==> src/include/timer8_defines.svh <==
/*
  register offsets, field positions, reset values and mode codes of the 8-bit timer.
  assumes nothing; included by bare name wherever a constant is needed.
*/
`ifndef TIMER8_DEFINES_SVH
`define TIMER8_DEFINES_SVH

`define OFF_CONTROL_A    8'h00
`define OFF_CONTROL_B    8'h04
`define OFF_COUNTER      8'h08
`define OFF_COMPARE_A    8'h0c
`define OFF_COMPARE_B    8'h10
`define OFF_FLAGS        8'h14
`define OFF_IRQ_ENABLE   8'h18

`define CA_COM_A_LSB     6
`define CA_COM_B_LSB     4
`define CB_FORCE_A       7
`define CB_FORCE_B       6
`define CB_WM2           3
`define FLAG_OVERFLOW    0
`define FLAG_COMPARE_A   1
`define FLAG_COMPARE_B   2

`define RST_CONTROL_A    8'h00
`define RST_CONTROL_B    4'h0
`define RST_COUNTER      8'h00
`define RST_COMPARE      8'h00
`define RST_FLAGS        3'h0

`define VAL_BOTTOM       8'h00
`define VAL_MAX          8'hff

`define WM_NORMAL        3'h0
`define WM_PHASE         3'h1
`define WM_CTC           3'h2
`define WM_FAST          3'h3
`define WM_PHASE_TOPA    3'h5
`define WM_FAST_TOPA     3'h7

`define CS_STOP          3'h0
`define PRESCALE_W       10
`define PRE_MASK_8       10'h007
`define PRE_MASK_32      10'h01f
`define PRE_MASK_64      10'h03f
`define PRE_MASK_128     10'h07f
`define PRE_MASK_256     10'h0ff
`define PRE_MASK_1024    10'h3ff

`endif

==> src/include/timer8_pkg.sv <==
/*
  types of the 8-bit timer: mode classes and the state structs of each module.
  assumes timer8_defines.svh on the include path.
*/
`include "timer8_defines.svh"

package timer8_pkg;

  typedef enum logic [1:0] {
    mode_normal = 2'b00,
    mode_ctc    = 2'b01,
    mode_fast   = 2'b10,
    mode_phase  = 2'b11
  } mode_class_e;

  typedef struct packed {
    logic [`PRESCALE_W-1:0] div;
  } prescaler_s;

  typedef struct packed {
    logic [7:0] active;
    logic [7:0] buffer;
    logic       oc;
  } channel_s;

  typedef struct packed {
    logic [7:0]  control_a;
    logic [3:0]  control_b;
    logic [7:0]  counter;
    logic        count_down;
    logic        block;
    logic [2:0]  flags;
    logic [2:0]  irq_enable;
    logic [1:0]  force_pulse;
    logic [31:0] rdata;
    logic        slverr;
  } top_s;

endpackage

==> src/logic/timer8_counter_compare_output.sv <==
/*
  8-bit timer/counter: counter unit, two compare channels, pin override, APB registers.
  assumes an APB master on clk; port_value/port_dir come from the port logic on clk.
*/
// What this block does
// - 8-bit up/down counter with count, direction, clear and top/bottom indications.
// - each timer tick clears, increments or decrements as the mode says.
// - clock select zero means no timer clock, counter stopped.
// - CPU reads and writes the counter at any time.
// - a CPU counter write beats a same-cycle clear or count.
// - mode selector: two low bits control A, high bit control B.
// - overflow flag set where the mode says; can request an interrupt.
// - counter compared for equality with both compare values continuously.
// - compare flag set one timer clock after a match; interrupt if enabled.
// - compare flag cleared when its interrupt is executed.
// - writing one to a flag bit clears it.
// - compare values buffered in PWM modes, not in normal or CTC.
// - buffered compare value copied to active only at top or bottom.
// - CPU compare access goes to buffer when buffered, else active.
// - force strobe acts like a match in non-PWM modes, no flag, no clear.
// - counter write blocks all matches in the next timer clock, even stopped.
// - output compare state kept when the waveform mode changes.
// - compare output mode unbuffered; acts from the next match on.
// - nonzero compare output mode lets output compare state drive the pin.
// - pin shows the value only when its direction is output.
// - compare output mode zero means no action at a match.
// - bottom is zero, max is 0xff, top is max or compare A.
// - modes: 0 normal, 2 CTC, 3/7 fast PWM, 1/5 phase correct.
`timescale 1ns/100ps
`default_nettype none
`include "timer8_defines.svh"

module timer8_counter_compare_output
  import timer8_pkg::*;
(
  input  wire logic        clk,
  input  wire logic        rst,
  input  wire logic        psel,
  input  wire logic        penable,
  input  wire logic        pwrite,
  input  wire logic [7:0]  paddr,
  input  wire logic [31:0] pwdata,
  output logic [31:0]      prdata,
  output logic             pready,
  output logic             pslverr,
  input  wire logic [2:0]  irq_ack,
  output logic [2:0]       irq_request,
  input  wire logic [1:0]  port_value,
  input  wire logic [1:0]  port_dir,
  output logic [1:0]       pin_out,
  output logic [1:0]       pin_oe
);

  top_s             s_reg;
  top_s             s_next;
  logic             setup;
  logic             wr;
  logic             mapped;
  logic             timer_clock;
  logic [2:0]       waveform_mode;
  logic [2:0]       clock_select;
  mode_class_e      mode_class;
  logic [7:0]       top_value;
  logic             at_top;
  logic             at_bottom;
  logic [7:0]       cnt_step;
  logic             down_step;
  logic             ovf_step;
  logic             load_step;
  logic             fast_bottom;
  logic             wr_counter;
  logic [1:0][1:0]  com;
  logic [1:0][7:0]  compare_value;
  logic [1:0][7:0]  read_value;
  logic [1:0]       hit;
  logic [1:0]       oc;
  logic [2:0]       flag_set;
  logic [2:0]       flag_clr;

  ////////////////////////////////////////////////////////////////////////////
  // decode

  assign waveform_mode = {s_reg.control_b[`CB_WM2], s_reg.control_a[1:0]};
  assign clock_select  = s_reg.control_b[2:0];
  assign com[0] = s_reg.control_a[`CA_COM_A_LSB+1:`CA_COM_A_LSB];
  assign com[1] = s_reg.control_a[`CA_COM_B_LSB+1:`CA_COM_B_LSB];

  always_comb begin
    case (waveform_mode)
      `WM_NORMAL:                  mode_class = mode_normal;
      `WM_CTC:                     mode_class = mode_ctc;
      `WM_FAST, `WM_FAST_TOPA:     mode_class = mode_fast;
      `WM_PHASE, `WM_PHASE_TOPA:   mode_class = mode_phase;
      default:                     mode_class = mode_normal;
    endcase
  end

  // top follows the live compare A value, so CTC top changes at once
  assign top_value = (waveform_mode == `WM_CTC || waveform_mode == `WM_FAST_TOPA ||
                      waveform_mode == `WM_PHASE_TOPA) ? compare_value[0] : `VAL_MAX;
  assign at_top    = s_reg.counter == top_value;
  assign at_bottom = s_reg.counter == `VAL_BOTTOM;

  timer8_prescaler u_prescaler (
    .clk          (clk),
    .rst          (rst),
    .clock_select (clock_select),
    .tick         (timer_clock)
  );

  ////////////////////////////////////////////////////////////////////////////
  // counting sequence

  always_comb begin
    cnt_step    = s_reg.counter + 8'h01;
    down_step   = 1'b0;
    ovf_step    = 1'b0;
    load_step   = 1'b0;
    fast_bottom = 1'b0;
    case (mode_class)
      mode_normal: begin
        ovf_step = s_reg.counter == `VAL_MAX;
      end
      mode_ctc: begin
        ovf_step = s_reg.counter == `VAL_MAX;
        if (at_top) begin
          cnt_step = `VAL_BOTTOM;
        end
      end
      mode_fast: begin
        ovf_step    = at_top;
        load_step   = at_top;
        fast_bottom = at_top;
        if (at_top) begin
          cnt_step = `VAL_BOTTOM;
        end
      end
      mode_phase: begin
        if (!s_reg.count_down) begin
          if (at_top && !at_bottom) begin
            load_step = 1'b1;
            down_step = 1'b1;
            cnt_step  = s_reg.counter - 8'h01;
          end
        end else if (at_bottom) begin
          ovf_step = 1'b1;
          load_step = top_value == `VAL_BOTTOM;
        end else begin
          down_step = 1'b1;
          cnt_step  = s_reg.counter - 8'h01;
        end
      end
      default: cnt_step = s_reg.counter;
    endcase
  end

  ////////////////////////////////////////////////////////////////////////////
  // compare channels

  genvar ch;
  generate
    for (ch = 0; ch < 2; ch++) begin : g_channel
      timer8_compare_channel u_channel (
        .clk                  (clk),
        .rst                  (rst),
        .tick                 (timer_clock),
        .counter_value        (s_reg.counter),
        .mode_class           (mode_class),
        .count_down           (s_reg.count_down),
        .fast_bottom          (timer_clock && fast_bottom),
        .compare_load         (timer_clock && load_step),
        .block                (s_reg.block),
        .compare_output_mode  (com[ch]),
        .force_compare_strobe (s_reg.force_pulse[ch]),
        .wr_en                (wr && paddr == (ch == 0 ? `OFF_COMPARE_A : `OFF_COMPARE_B)),
        .wr_data              (pwdata[7:0]),
        .compare_value        (compare_value[ch]),
        .read_value           (read_value[ch]),
        .hit                  (hit[ch]),
        .compare_output_state (oc[ch])
      );
      // pin direction stays with the port; only the level is taken over
      assign pin_out[ch] = (com[ch] != 2'b00) ? oc[ch] : port_value[ch];
      assign pin_oe[ch]  = port_dir[ch];
    end
  endgenerate

  ////////////////////////////////////////////////////////////////////////////
  // bus and registers

  assign setup      = psel && !penable;
  assign wr         = psel && penable && pwrite;
  assign wr_counter = wr && paddr == `OFF_COUNTER;
  assign pready     = 1'b1;
  assign prdata     = s_reg.rdata;
  assign pslverr    = s_reg.slverr;
  assign mapped     = paddr == `OFF_CONTROL_A || paddr == `OFF_CONTROL_B || paddr == `OFF_COUNTER ||
                      paddr == `OFF_COMPARE_A || paddr == `OFF_COMPARE_B || paddr == `OFF_FLAGS ||
                      paddr == `OFF_IRQ_ENABLE;

  assign flag_set = {hit[1], hit[0], timer_clock && ovf_step};
  // executed interrupt and one-written bit both clear; a same-cycle set wins
  assign flag_clr = irq_ack | ((wr && paddr == `OFF_FLAGS) ? pwdata[2:0] : 3'h0);
  assign irq_request = s_reg.flags & s_reg.irq_enable;

  always_comb begin
    s_next = s_reg;
    s_next.force_pulse = 2'b00;
    s_next.flags = flag_set | (s_reg.flags & ~flag_clr);
    if (timer_clock) begin
      s_next.counter    = cnt_step;
      s_next.count_down = down_step;
      s_next.block      = 1'b0;
    end
    if (setup) begin
      s_next.slverr = !mapped;
      case (paddr)
        `OFF_CONTROL_A:  s_next.rdata = {24'h000000, s_reg.control_a};
        `OFF_CONTROL_B:  s_next.rdata = {28'h0000000, s_reg.control_b};
        `OFF_COUNTER:    s_next.rdata = {24'h000000, s_reg.counter};
        `OFF_COMPARE_A:  s_next.rdata = {24'h000000, read_value[0]};
        `OFF_COMPARE_B:  s_next.rdata = {24'h000000, read_value[1]};
        `OFF_FLAGS:      s_next.rdata = {29'h00000000, s_reg.flags};
        `OFF_IRQ_ENABLE: s_next.rdata = {29'h00000000, s_reg.irq_enable};
        default:         s_next.rdata = 32'h00000000;
      endcase
    end
    if (wr) begin
      case (paddr)
        `OFF_CONTROL_A: s_next.control_a = pwdata[7:0];
        `OFF_CONTROL_B: begin
          s_next.control_b = pwdata[3:0];
          // force only acts in the non-PWM modes
          if (mode_class == mode_normal || mode_class == mode_ctc) begin
            s_next.force_pulse = {pwdata[`CB_FORCE_B], pwdata[`CB_FORCE_A]};
          end
        end
        `OFF_IRQ_ENABLE: s_next.irq_enable = pwdata[2:0];
        default: s_next.irq_enable = s_reg.irq_enable;
      endcase
    end
    if (wr_counter) begin
      // software must not write a value equal to a compare value; that match is lost
      s_next.counter = pwdata[7:0];
      s_next.block   = 1'b1;
    end
  end

  always_ff @(posedge clk or posedge rst) begin
    if (rst) begin
      s_reg <= '0;
      s_reg.control_a <= `RST_CONTROL_A;
      s_reg.control_b <= `RST_CONTROL_B;
      s_reg.counter   <= `RST_COUNTER;
      s_reg.flags     <= `RST_FLAGS;
    end else begin
      s_reg <= s_next;
    end
  end
endmodule // timer8_counter_compare_output
`default_nettype wire

==> src/logic/timer8_prescaler.sv <==
/*
  divider making the one-cycle timer clock enable from clk.
  assumes clock_select comes from logic on clk.
*/
`timescale 1ns/100ps
`default_nettype none
`include "timer8_defines.svh"

module timer8_prescaler
  import timer8_pkg::*;
(
  input  wire logic       clk,
  input  wire logic       rst,
  input  wire logic [2:0] clock_select,
  output logic            tick
);

  prescaler_s             s_reg;
  prescaler_s             s_next;
  logic [`PRESCALE_W-1:0] mask;

  always_comb begin
    s_next     = s_reg;
    s_next.div = s_reg.div + `PRESCALE_W'(1);
    case (clock_select)
      3'h2:    mask = `PRE_MASK_8;
      3'h3:    mask = `PRE_MASK_32;
      3'h4:    mask = `PRE_MASK_64;
      3'h5:    mask = `PRE_MASK_128;
      3'h6:    mask = `PRE_MASK_256;
      3'h7:    mask = `PRE_MASK_1024;
      default: mask = '0;
    endcase
  end

  // no tick at all while stopped
  assign tick = (clock_select != `CS_STOP) && ((s_reg.div & mask) == mask);

  always_ff @(posedge clk or posedge rst) begin
    if (rst) begin
      s_reg <= '0;
    end else begin
      s_reg <= s_next;
    end
  end

endmodule // timer8_prescaler
`default_nettype wire

==> src/logic/timer8_compare_channel.sv <==
/*
  one output compare channel: compare value with buffer, comparator, output compare state.
  assumes all inputs come from logic on clk; tick is a one-cycle enable.
*/
`timescale 1ns/100ps
`default_nettype none
`include "timer8_defines.svh"

module timer8_compare_channel
  import timer8_pkg::*;
(
  input  wire logic        clk,
  input  wire logic        rst,
  input  wire logic        tick,
  input  wire logic [7:0]  counter_value,
  input  wire mode_class_e mode_class,
  input  wire logic        count_down,
  input  wire logic        fast_bottom,
  input  wire logic        compare_load,
  input  wire logic        block,
  input  wire logic [1:0]  compare_output_mode,
  input  wire logic        force_compare_strobe,
  input  wire logic        wr_en,
  input  wire logic [7:0]  wr_data,
  output logic [7:0]       compare_value,
  output logic [7:0]       read_value,
  output logic             hit,
  output logic             compare_output_state
);

  channel_s s_reg;
  channel_s s_next;
  logic     buffered;

  assign buffered = (mode_class == mode_fast) || (mode_class == mode_phase);
  assign hit = tick && !block && (counter_value == s_reg.active);
  assign compare_value = s_reg.active;
  assign compare_output_state = s_reg.oc;
  assign read_value = buffered ? s_reg.buffer : s_reg.active;

  always_comb begin
    s_next = s_reg;
    if (buffered && compare_load) begin
      s_next.active = s_reg.buffer;
    end
    if (wr_en) begin
      s_next.buffer = wr_data;
      if (!buffered) begin
        s_next.active = wr_data;
      end
    end
    // mode is read live each cycle; oc itself is never reset by a mode change
    case (mode_class)
      mode_normal, mode_ctc: begin
        if (hit || force_compare_strobe) begin
          case (compare_output_mode)
            2'b01:   s_next.oc = !s_reg.oc;
            2'b10:   s_next.oc = 1'b0;
            2'b11:   s_next.oc = 1'b1;
            default: s_next.oc = s_reg.oc;
          endcase
        end
      end
      mode_fast: begin
        // bottom wins when compare equals top, giving a steady level
        if (fast_bottom && compare_output_mode[1]) begin
          s_next.oc = !compare_output_mode[0];
        end else if (hit) begin
          case (compare_output_mode)
            2'b01:   s_next.oc = !s_reg.oc;
            2'b10:   s_next.oc = 1'b0;
            2'b11:   s_next.oc = 1'b1;
            default: s_next.oc = s_reg.oc;
          endcase
        end
      end
      mode_phase: begin
        if (hit && compare_output_mode[1]) begin
          s_next.oc = count_down ^ compare_output_mode[0];
        end
      end
      default: s_next.oc = s_reg.oc;
    endcase
  end

  always_ff @(posedge clk or posedge rst) begin
    if (rst) begin
      s_reg <= {`RST_COMPARE, `RST_COMPARE, 1'b0};
    end else begin
      s_reg <= s_next;
    end
  end

endmodule // timer8_compare_channel
`default_nettype wire

==> config.mk <==
export PLATFORM = sky130hd
export DESIGN_NAME = timer8_counter_compare_output
export DESIGN_NICKNAME = d
export VERILOG_FILES = /design/src/include/timer8_pkg.sv /design/src/logic/timer8_counter_compare_output.sv /design/src/logic/timer8_prescaler.sv /design/src/logic/timer8_compare_channel.sv
export VERILOG_INCLUDE_DIRS = /design/src /design/src/include
export SDC_FILE = /design/constraint.sdc
export NUM_CORES = 1
export LEC_CHECK = 0
export ABC_AREA = 0
export BUFFER_PORTS_ARGS = -buffer_cell sky130_fd_sc_hd__buf_2
export CORE_MARGIN = 4
export CORE_UTILIZATION = 25
export CTS_CLUSTER_DIAMETER = 100
export DETAILED_ROUTE_END_ITERATION = 7
export GPL_ROUTABILITY_DRIVEN = 0
export PLACE_DENSITY = 0.45
export SLEW_MARGIN = 10
export SYNTH_ARGS = -nofsm -noshare
export SYNTH_HDL_FRONTEND = slang
export SYNTH_HIERARCHICAL = 1
export SYNTH_SLANG_ARGS = --single-unit
==> constraint.sdc <==
create_clock -name clk -period 4.82 [get_ports clk]
set_input_delay 0.241 -clock clk [delete_from_list [all_inputs] [get_ports clk]]
set_output_delay 0.241 -clock clk [all_outputs]
set_load 0.05 [all_outputs]
==> impl_metrics.py, run 1 <==
metrics = {
    "global_route": {
        "antenna_found_initial": 1,
        "grt_start_max_net_pins": 40,
        "grt_pass1_vias": 4558,
        "use_met2_pct": 21.9,
        "use_met3_pct": 1.75,
        "grt.busiest_layer": "met2",
        "met1_usage_pct": 18.3,
        "overflow": 0,
        "grt_pass1_wl_mm": 27.4,
        "grt_usage_pct": 13.5,
    },
    "timing": {
        "finalMaxSlewViolations": 0,
        "layout_min_cycle_time_ps": 3020,
        "rsz0062_at_grt": "no",
        "max-slew-margin-rel_pct": 37.8,
        "finalCritPeriodShare_pct": 62.7,
        "final-hold-violation-count": 0,
        "tns_ps": 0,
        "tightestPinTransition_ps": 934,
        "setup_viol": 0,
        "max_freq_ghz": 0.331,
        "fin_skew_ps": 13.6,
    },
    "floorplan": {
        "io_pins": 93,
        "coreArea_um2": 22700,
        "die-area_um2": 25700,
        "dieWidth_um": 160,
        "die_h_um": 160,
        "fp-row-count": 55,
        "initial_core_util_pct": 25.5,
    },
    "cells_and_area": {
        "layout-drive-gt1-share_pct": 20.5,
        "areaGrowthSynthToFinish_pct": 9.18,
        "num-fill-cells": 2419,
        "largest_reg_flops": 23,
        "antenna_cells": 0,
        "fin_nets": 691,
    },
    "synthesis": {
        "synth.avg_cell_area_um2": 9.17,
        "yosysWarnings": 6,
        "synthCells": 632,
        "netlist_area_um2": 5790,
    },
    "critical_path": {
        "worstPathArrival_ps": 3240,
        "crit_family": "simple AND/OR/NAND/NOR gates",
        "crit_type": "flip-flop to flip-flop",
        "endpoint_kind": "flip-flop",
        "reg2reg_slack_ps": 1800,
        "cp-start-kind": "flip-flop",
        "cp_cell_sequence": "nor3_2, nor3b_1, and3_1, nand4_1, a211oi_4, buf_4, mux2i_1, a21oi_1",
        "critical_path_required_ps": 5040,
        "cpPeakStageDelay_ps": 610,
        "startpoint": "s_reg[46]$_DFFE_PP0P_",
        "path_buf_inv": 1,
        "cp_slowest_cell": "dfrtp_1",
        "timing.rr.start": "s_reg[46]$_DFFE_PP0P_",
        "path_max_fanout": 16,
    },
    "job": {
        "maxCapViolCount": 0,
    },
    "cts": {
        "cts-root-buf": "clkbuf_16",
        "cts_setup_buffers": 0,
        "htreeDepth": 3,
        "clock_latency_ps": 350,
        "clockBufferDepth": 2,
        "cts_tree": "built",
        "cts_buffers": 9,
        "clkTransAtPathRegs_ps": 70,
        "clock_sinks": 83,
    },
    "worst_hold_path": {
        "min_from": "irq_ack[1]",
        "min_path_type": "input pin to flip-flop",
    },
    "routing": {
        "vias": 4599,
        "vias_per_cell": 4.98,
        "wl_mm": 17.1,
        "ant_nets": 0,
        "drc": 0,
        "drt_iter0_markers": 289,
        "firstDrtPassIters": 5,
        "routedWlPerCell_um": 18.5,
    },
    "place": {
        "hpwl_mm": 12.3,
        "port_buffers": 39,
    },
    "run_status": {
        "status": "complete, no violations",
    },
    "power_and_ir_drop": {
        "p_total_w": 0.00228,
        "vdd_drop_max_mv": 0.176,
        "power_density_nw_per_um2": 360,
        "p_leak_nw": 2.73,
    },
}
==> tightest hold or removal path, stage by stage <==
cell and delay [ps]:
buf_2 90, inv_1 60, a31o_2 140
==> cells in the final DEF (no fill, tap or decap), drive strengths merged, types with 7 or more instances in the layout <==
cell    count
nor2       34
and3       12
inv        20
a211oi     18
xnor2      13
conb       25
nand3      16
clkbuf     10
nor4        7
and2        7
a21oi      32
o31ai       9
mux2       54
o22ai       7
xor2       22
nor2b      21
dfrtp      83
buf        48
mux2i      24
nand2      47
o21ai      40
nor3       10
==> what timing repair did <==
action | CTS | global route
gates resized for setup | 0 | 0
hold buffers | 1 | 0
hold endpoints to repair | 10 | 0
==> where the power goes <==
part           internal, W  total [W]  switching (W)
clock             0.000368   0.000689       0.000320
combinational     0.000278   0.000611       0.000333
sequential        0.000767   0.000977       0.000210
==> worst paths after layout <==
check	to	depth (start not counted)
max	g_channel[0].u_channel/compare_value[5]$_DFF_PP0_	8
min	s_reg[39]$_DFF_PP0_	3
max reg2reg	g_channel[0].u_channel/compare_value[5]$_DFF_PP0_	8
min reg2reg	u_prescaler/s_reg[9]$_DFF_PP0_	1
max in group asynchronous	g_channel[0].u_channel/compare_value[3]$_DFF_PP0_	3
min in group asynchronous	u_prescaler/s_reg[9]$_DFF_PP0_	3
==> metal layers <==
layer,vias to the layer above,wire (um)
met4,0,441
met2,100,8150
met1,2269,8050
li1,2204,-
met5,-,0
met3,26,489
==> area by class of cell <==
type	count	area, um^2	share of cell area, %
well taps	285	357	5.64
flip-flops and latches	83	2080	32.9
clock inverters	6	50.0	0.791
multi-input cells	471	3250	51.4
clock buffers	10	239	3.78
repair buffers	49	273	4.31
inverters	20	75.1	1.19
==> metrics by stage <==
stage	cell area, um^2	hold WS, ps	setup WS (ps)	util (%)	cells
2_1_floorplan	5880	81.2	2150	-	655
3_3_place_gp	6030	284	1820	26.5	907
3_5_place_dp	6030	287	1800	26.5	907
4_1_cts	6330	208	1770	27.9	924
5_1_grt	6330	202	1510	27.9	924
6_report	6330	209	1800	27.9	924
(Power assumes the default switching activity.)
==> run 2, diff against run 1 <==
--- a/config.mk
+++ b/config.mk
@@ -6,14 +6,14 @@
 export SDC_FILE = /design/constraint.sdc
 export NUM_CORES = 1
 export LEC_CHECK = 0
-export ABC_AREA = 0
+export ABC_AREA = 1
 export BUFFER_PORTS_ARGS = -buffer_cell sky130_fd_sc_hd__buf_2
 export CORE_MARGIN = 4
 export CORE_UTILIZATION = 25
 export CTS_CLUSTER_DIAMETER = 100
 export DETAILED_ROUTE_END_ITERATION = 7
 export GPL_ROUTABILITY_DRIVEN = 0
-export PLACE_DENSITY = 0.45
+export PLACE_DENSITY = 0.46
 export SLEW_MARGIN = 10
 export SYNTH_ARGS = -nofsm -noshare
 export SYNTH_HDL_FRONTEND = slang
==> constraint.sdc (replaced) <==
create_clock -name clk -period 2.75 [get_ports clk]
set_input_delay 0.1375 -clock clk [delete_from_list [all_inputs] [get_ports clk]]
set_output_delay 0.1375 -clock clk [all_outputs]
set_load 0.05 [all_outputs]
==> run 2 against run 1 <==
Global-route usage rose by 1.3 points. Utilization rose by 0.85 points. Sequential power is 40% higher. Synthesized cell count grew 38%. Largest cell class unchanged. Largest power group is now combinational cells.
==> impl_metrics.py, run 2 <==
metrics = {
    "cts": {
        "clock_latency_ps": 350,
        "clock_sinks": 83,
        "htreeDepth": 3,
        "cts_buffers": 9,
        "clkTransAtPathRegs_ps": 70,
        "cts_tree": "built",
        "cts-root-buf": "clkbuf_16",
        "clockBufferDepth": 2,
    },
    "place": {
        "dp.cells": 1217,
        "placedInstanceArea_um2": 6350,
        "port_buffers": 39,
        "pre_cts_slack_ps": 144,
        "hpwl_mm": 14.6,
    },
    "routing": {
        "wl_mm": 19.2,
        "drc": 0,
        "vias_per_cell": 4.41,
        "routedWlPerCell_um": 15.5,
        "firstDrtPassIters": 5,
        "vias": 5461,
        "ant_nets": 0,
        "drt_iter0_markers": 382,
    },
    "power_and_ir_drop": {
        "p_leak_nw": 3.41,
        "power_density_nw_per_um2": 621,
        "vdd_drop_max_mv": 0.352,
    },
    "global_route": {
        "antenna_found_initial": 0,
        "grt_pass1_vias": 5128,
        "use_met2_pct": 23.7,
        "met1_usage_pct": 21.1,
        "overflow": 0,
        "grt_pass1_wl_mm": 29.9,
        "grt.busiest_layer": "met2",
        "use_met3_pct": 2.69,
        "grt_start_max_net_pins": 51,
        "grt_usage_pct": 14.9,
    },
    "floorplan": {
        "io_pins": 93,
        "coreArea_um2": 23400,
        "die_h_um": 162,
        "initial_core_util_pct": 25.3,
        "fp-row-count": 56,
        "die-area_um2": 26300,
        "dieWidth_um": 162,
    },
    "run_status": {
        "status": "complete, no violations",
    },
    "cells_and_area": {
        "layout-drive-gt1-share_pct": 13.5,
        "areaGrowthSynthToFinish_pct": 13.3,
        "mostFrequentLayoutCells": "303 x nand2_1, 124 x inv_1, 83 x dfrtp_1",
        "fin_nets": 971,
        "num-fill-cells": 2640,
        "fin_cells": 1237,
        "layout_commonest_cell": "nand2_1",
        "largest_reg_flops": 23,
        "stdcell_area_um2": 6720,
        "antenna_cells": 0,
    },
    "critical_path": {
        "worstPathArrival_ps": 2770,
        "cp-start-kind": "flip-flop",
        "crit_type": "flip-flop to flip-flop",
        "critical_path_required_ps": 2990,
        "endpoint_kind": "flip-flop",
        "path_max_fanout": 16,
    },
    "timing": {
        "layout_min_cycle_time_ps": 2540,
        "worst_slack_ps": 213,
        "tightestPinTransition_ps": 730,
        "setup_viol": 0,
        "final-hold-violation-count": 0,
        "max-slew-margin-rel_pct": 51.3,
        "finalMaxSlewViolations": 0,
        "fin_skew_ps": 6.89,
        "finalCritPeriodShare_pct": 92.3,
        "max_freq_ghz": 0.394,
    },
    "job": {
        "maxCapViolCount": 0,
    },
    "worst_hold_path": {
        "min_path_type": "input pin to flip-flop",
    },
    "synthesis": {
        "synthCells": 871,
        "yosysWarnings": 6,
        "netlist_area_um2": 5930,
        "synth.avg_cell_area_um2": 6.81,
    },
}
==> run 2: cell types whose count changed in the layout (fill, tap and decap cells not counted), moves of 17 or more <==
cell,before,now
buf_4,9,26
nand2_1,47,303
inv_1,19,124
o21ai_0,34,81
nor2b_1,21,0
nand3_1,16,33
a211oi_1,17,0
mux2_2,53,2
mux2i_1,24,0
==> run 2: repair_timing <==
| action | in CTS | in global routing |
|---|---|---|
| hold buffers | 4 | 0 |
| gates resized for setup | 0 | 5 |
| hold endpoints to repair | 25 | 0 |
| buffers inserted | 0 | 0 |
| endpoints found under the setup margin | 0 | 14 |
==> run 2: final cells by class <==
class	instances	area [um^2]	share of cell area [%]
Clock buffer	11	233	3.46
Clock inverter	4	76.3	1.14
Inverter	138	527	7.84
Multi-Input combinational cell	612	2970	44.2
Sequential cell	83	2080	30.9
Tap cell	319	399	5.94
Timing Repair Buffer	69	430	6.41
Timing Repair inverter	1	7.51	0.112
==> run 2: worst max-delay path: stages (launching register included) <==
cell	delay [ps]
dfrtp_1	390
inv_1	120
nand3_4	120
nand2_8	130
nand2_1	90
nand2_1	60
nand2_1	50
nand2_1	110
nor2_4	60
nand3_1	110
nand2_1	80
nand4_1	90
o21ai_0	90
buf_4	150
nand2_1	220
clkinvlp_4	230
nand2_1	100
o211ai_1	70
o21ai_0	90
inv_1	60
==> run 2: report_power, final <==
group	total (W)	internal [W]	switching, W
combinational	0.00147	0.000475	0.000998
sequential	0.00137	0.00130	0.0000770
clock	0.00133	0.000794	0.000531
total	0.00417	0.00257	0.00161
==> run 2: through the flow <==
stage	utilization (%)	hold WS [ps]	setup TNS, ps	power [W]
finish	28.7	92.6	0	0.00417
detailed placement	27.1	240	0	0.00286
global route	28.7	98.7	-2.89	0.00441
CTS	28.6	95.9	0	0.00421
floorplan	-	-22.3	0	0.00232
global placement	27.1	242	0	0.00287
==> run 2: final timing paths <==
| path | startpoint | endpoint | slack (ps) | depth (start not counted) |
|---|---|---|---|---|
| min in group asynchronous | rst | u_prescaler/s_reg[0]$_DFF_PP0_ | 410 | 3 |
| min | pwdata[1] | g_channel[1].u_channel/s_reg[2]$_DFFE_PP0P_ | 90 | 3 |
| max in group asynchronous | rst | com[2]$_DFFE_PP0P_ | 1590 | 4 |
| min reg2reg | u_prescaler/s_reg[0]$_DFF_PP0_ | u_prescaler/s_reg[0]$_DFF_PP0_ | 470 | 1 |
| max | s_reg[54]$_DFFE_PP0P_ | g_channel[1].u_channel/compare_value[3]$_DFF_PP0_ | 210 | 19 |
| max reg2reg | s_reg[54]$_DFFE_PP0P_ | g_channel[1].u_channel/compare_value[3]$_DFF_PP0_ | 210 | 19 |
==> run 2: routing by layer <==
metal | routed length [um] | vias to the layer above
li1 | - | 2753
met1 | 9200 | 2556
met2 | 8790 | 137
met3 | 932 | 15
met4 | 255 | 0
met5 | 0 | -
==> run 3, diff against run 2 <==
--- a/config.mk
+++ b/config.mk
@@ -14,6 +14,7 @@
 export DETAILED_ROUTE_END_ITERATION = 7
 export GPL_ROUTABILITY_DRIVEN = 0
 export PLACE_DENSITY = 0.46
+export RECOVER_POWER = 100
 export SLEW_MARGIN = 10
 export SYNTH_ARGS = -nofsm -noshare
 export SYNTH_HDL_FRONTEND = slang
==> run 3 against run 2 <==
Die area is the same. Wire length up 0.13%. Largest cell class unchanged. Worst setup slack better by 5.5 ps. Highest routed layer unchanged. First-iteration DRC count down 11%. Largest power group unchanged. Final cell count unchanged. Non-clock buffer count did not move. Clock-buffer cell count unchanged. Combinational power is essentially flat.
==> impl_metrics.py, run 3 (synthesized netlist as in run 2, its figures left out) <==
metrics = {
    "timing": {
        "tightestPinTransition_ps": 1150,
        "finalCritPeriodShare_pct": 92.1,
        "fin_skew_ps": 7.46,
        "finalMaxSlewViolations": 0,
        "final-hold-violation-count": 0,
        "layout_min_cycle_time_ps": 2530,
        "tns_ps": 0,
        "max-slew-margin-rel_pct": 23.2,
        "setup_viol": 0,
        "max_freq_ghz": 0.395,
    },
    "critical_path": {
        "path_max_fanout": 16,
        "endpoint_kind": "flip-flop",
        "worstPathArrival_ps": 2770,
        "cp_slowest_cell": "dfrtp_1",
        "critical_path_required_ps": 2990,
        "cp-start-kind": "flip-flop",
        "cp_cell_sequence": "inv_1, nand3_4, nand2_8, nand2_1, nand2_1, nand2_1, nand2_1, nor2_4, nand3_1, nand2_1, nand4_1, o21ai_0, buf_4, nand2_1, clkinvlp_4, nand2_1, o211ai_1, o21ai_0, inv_1",
        "startpoint": "s_reg[54]$_DFFE_PP0P_",
        "crit_type": "flip-flop to flip-flop",
        "r2r_cells": 19,
        "cpPeakStageDelay_ps": 390,
        "timing.rr.start": "s_reg[54]$_DFFE_PP0P_",
        "cp_common_cell": "nand2_1",
        "reg2reg_slack_ps": 220,
        "r2r-end": "g_channel[1].u_channel/compare_value[3]$_DFF_PP0_",
    },
    "cells_and_area": {
        "layout-drive-gt1-share_pct": 9.91,
        "areaGrowthSynthToFinish_pct": 12.2,
        "stdcell_area_um2": 6650,
        "mostFrequentLayoutCells": "307 x nand2_1, 128 x inv_1, 83 x dfrtp_1",
        "largest_reg_flops": 23,
        "fin_nets": 971,
        "final_util_pct": 28.4,
        "layout_commonest_cell": "nand2_1",
        "antenna_cells": 0,
    },
    "routing": {
        "firstDrtPassIters": 5,
        "routedWlPerCell_um": 15.5,
        "wl_mm": 19.2,
        "wl_met1_mm": 9.25,
        "drt_iter0_markers": 339,
        "met3_length_um": 920,
        "vias": 5455,
        "drc": 0,
        "vias_per_cell": 4.41,
        "wl_met2_mm": 8.78,
        "ant_nets": 0,
        "highest_layer": "met4",
    },
    "cts": {
        "cts_tree": "built",
        "clock_sinks": 83,
        "clockBufferDepth": 2,
        "cts_buffers": 9,
        "clkTransAtPathRegs_ps": 70,
        "cts-root-buf": "clkbuf_16",
        "clock_latency_ps": 350,
        "htreeDepth": 3,
    },
    "job": {
        "maxCapViolCount": 0,
    },
    "floorplan": {
        "fp-row-count": 56,
        "coreArea_um2": 23400,
        "die-area_um2": 26300,
        "dieWidth_um": 162,
        "die_h_um": 162,
        "io_pins": 93,
        "initial_core_util_pct": 25.3,
    },
    "power_and_ir_drop": {
        "power_density_nw_per_um2": 626,
        "p_total_w": 0.00417,
        "vdd_drop_max_mv": 0.355,
        "p_leak_nw": 3.34,
    },
    "worst_hold_path": {
        "whs_endpoint": "g_channel[1].u_channel/s_reg[2]$_DFFE_PP0P_",
        "min_from": "pwdata[1]",
        "min_path_type": "input pin to flip-flop",
        "hold_depth": 3,
    },
    "global_route": {
        "grt_start_max_net_pins": 51,
        "grt_pass1_wl_mm": 29.9,
        "antenna_found_initial": 0,
        "grt_usage_pct": 14.9,
        "grt_pass1_vias": 5128,
        "overflow": 0,
    },
    "place": {
        "port_buffers": 39,
        "hpwl_mm": 14.6,
        "placedInstanceArea_um2": 6350,
    },
    "run_status": {
        "status": "complete, no violations",
    },
}
run 3: changes by cell type in the layout (fill, tap and decap cells not counted), sizes merged:
cell    delta
buf       -18
clkbuf    +18
clkinv     +1
inv        -1
run 3: how the worst max path moves through the flow:
| stage | to | slack, ps | cells after the start |
|---|---|---|---|
| final | g_channel[1].u_channel/compare_value[3]$_DFF_PP0_ | 220 | 19 |
| after detailed placement | g_channel[1].u_channel/compare_value[2]$_DFF_PP0_ | 140 | 20 |
| after global placement | g_channel[0].u_channel/compare_value[2]$_DFF_PP0_ | 130 | 20 |
| after global routing | g_channel[1].u_channel/compare_value[2]$_DFF_PP0_ | -3 | 18 |
| after CTS | g_channel[1].u_channel/compare_value[2]$_DFF_PP0_ | 110 | 20 |
| after floorplan | g_channel[0].u_channel/compare_value[3]$_DFF_PP0_ | 450 | 15 |
run 3: layer usage:
layer  vias up  track usage [%]
met2       138             23.7
met4         0             3.50
met5         -                0
li1       2749                -
met1      2555             21.1
met3        13             2.69
run 3: critical path, delay by kind of cell (launching register included):
| kind | cells | cell delay (ps) |
|---|---|---|
| AOI/OAI and AO/OA | 3 | 250 |
| buffers and inverters | 4 | 560 |
| DFF | 1 | 390 |
| and+or+nand+nor | 12 | 1200 |
run 3: final cells by class:
type / count / area [um^2]
clock inverter: 4 / 76.3
inverter: 138 / 527
clock buffer: 11 / 233
timing repair inverter: 1 / 7.51
multi-input combinational: 612 / 2930
tap: 319 / 399
sequential: 83 / 2080
timing repair buffer: 69 / 400
fill: 2653 / 16800
run 3: report_power, final:
group / switching (W) / total [W] / internal (W) / leakage [nW]
Sequential: 0.0000766 / 0.00137 / 0.00130 / 1.04
Combinational: 0.000993 / 0.00146 / 0.000472 / 2.16
Clock: 0.000532 / 0.00133 / 0.000794 / 0.146
run 3: per-stage QoR:
step           cells  setup WS (ps)  hold WS, ps
3_5_place_dp    1217            144          240
6_report        1237            218         91.3
5_1_grt         1237          -2.89          102
3_3_place_gp    1217            127          242
4_1_cts         1236            107         95.9
2_1_floorplan    894            446        -22.3
run 3: what timing repair did:
item                       4_1_cts  5_1_grt
hold buffers                     4        0
hold endpoints to repair        25        0
setup endpoints to repair        0       14
gates resized for setup          0        5
buffers inserted                 0        0
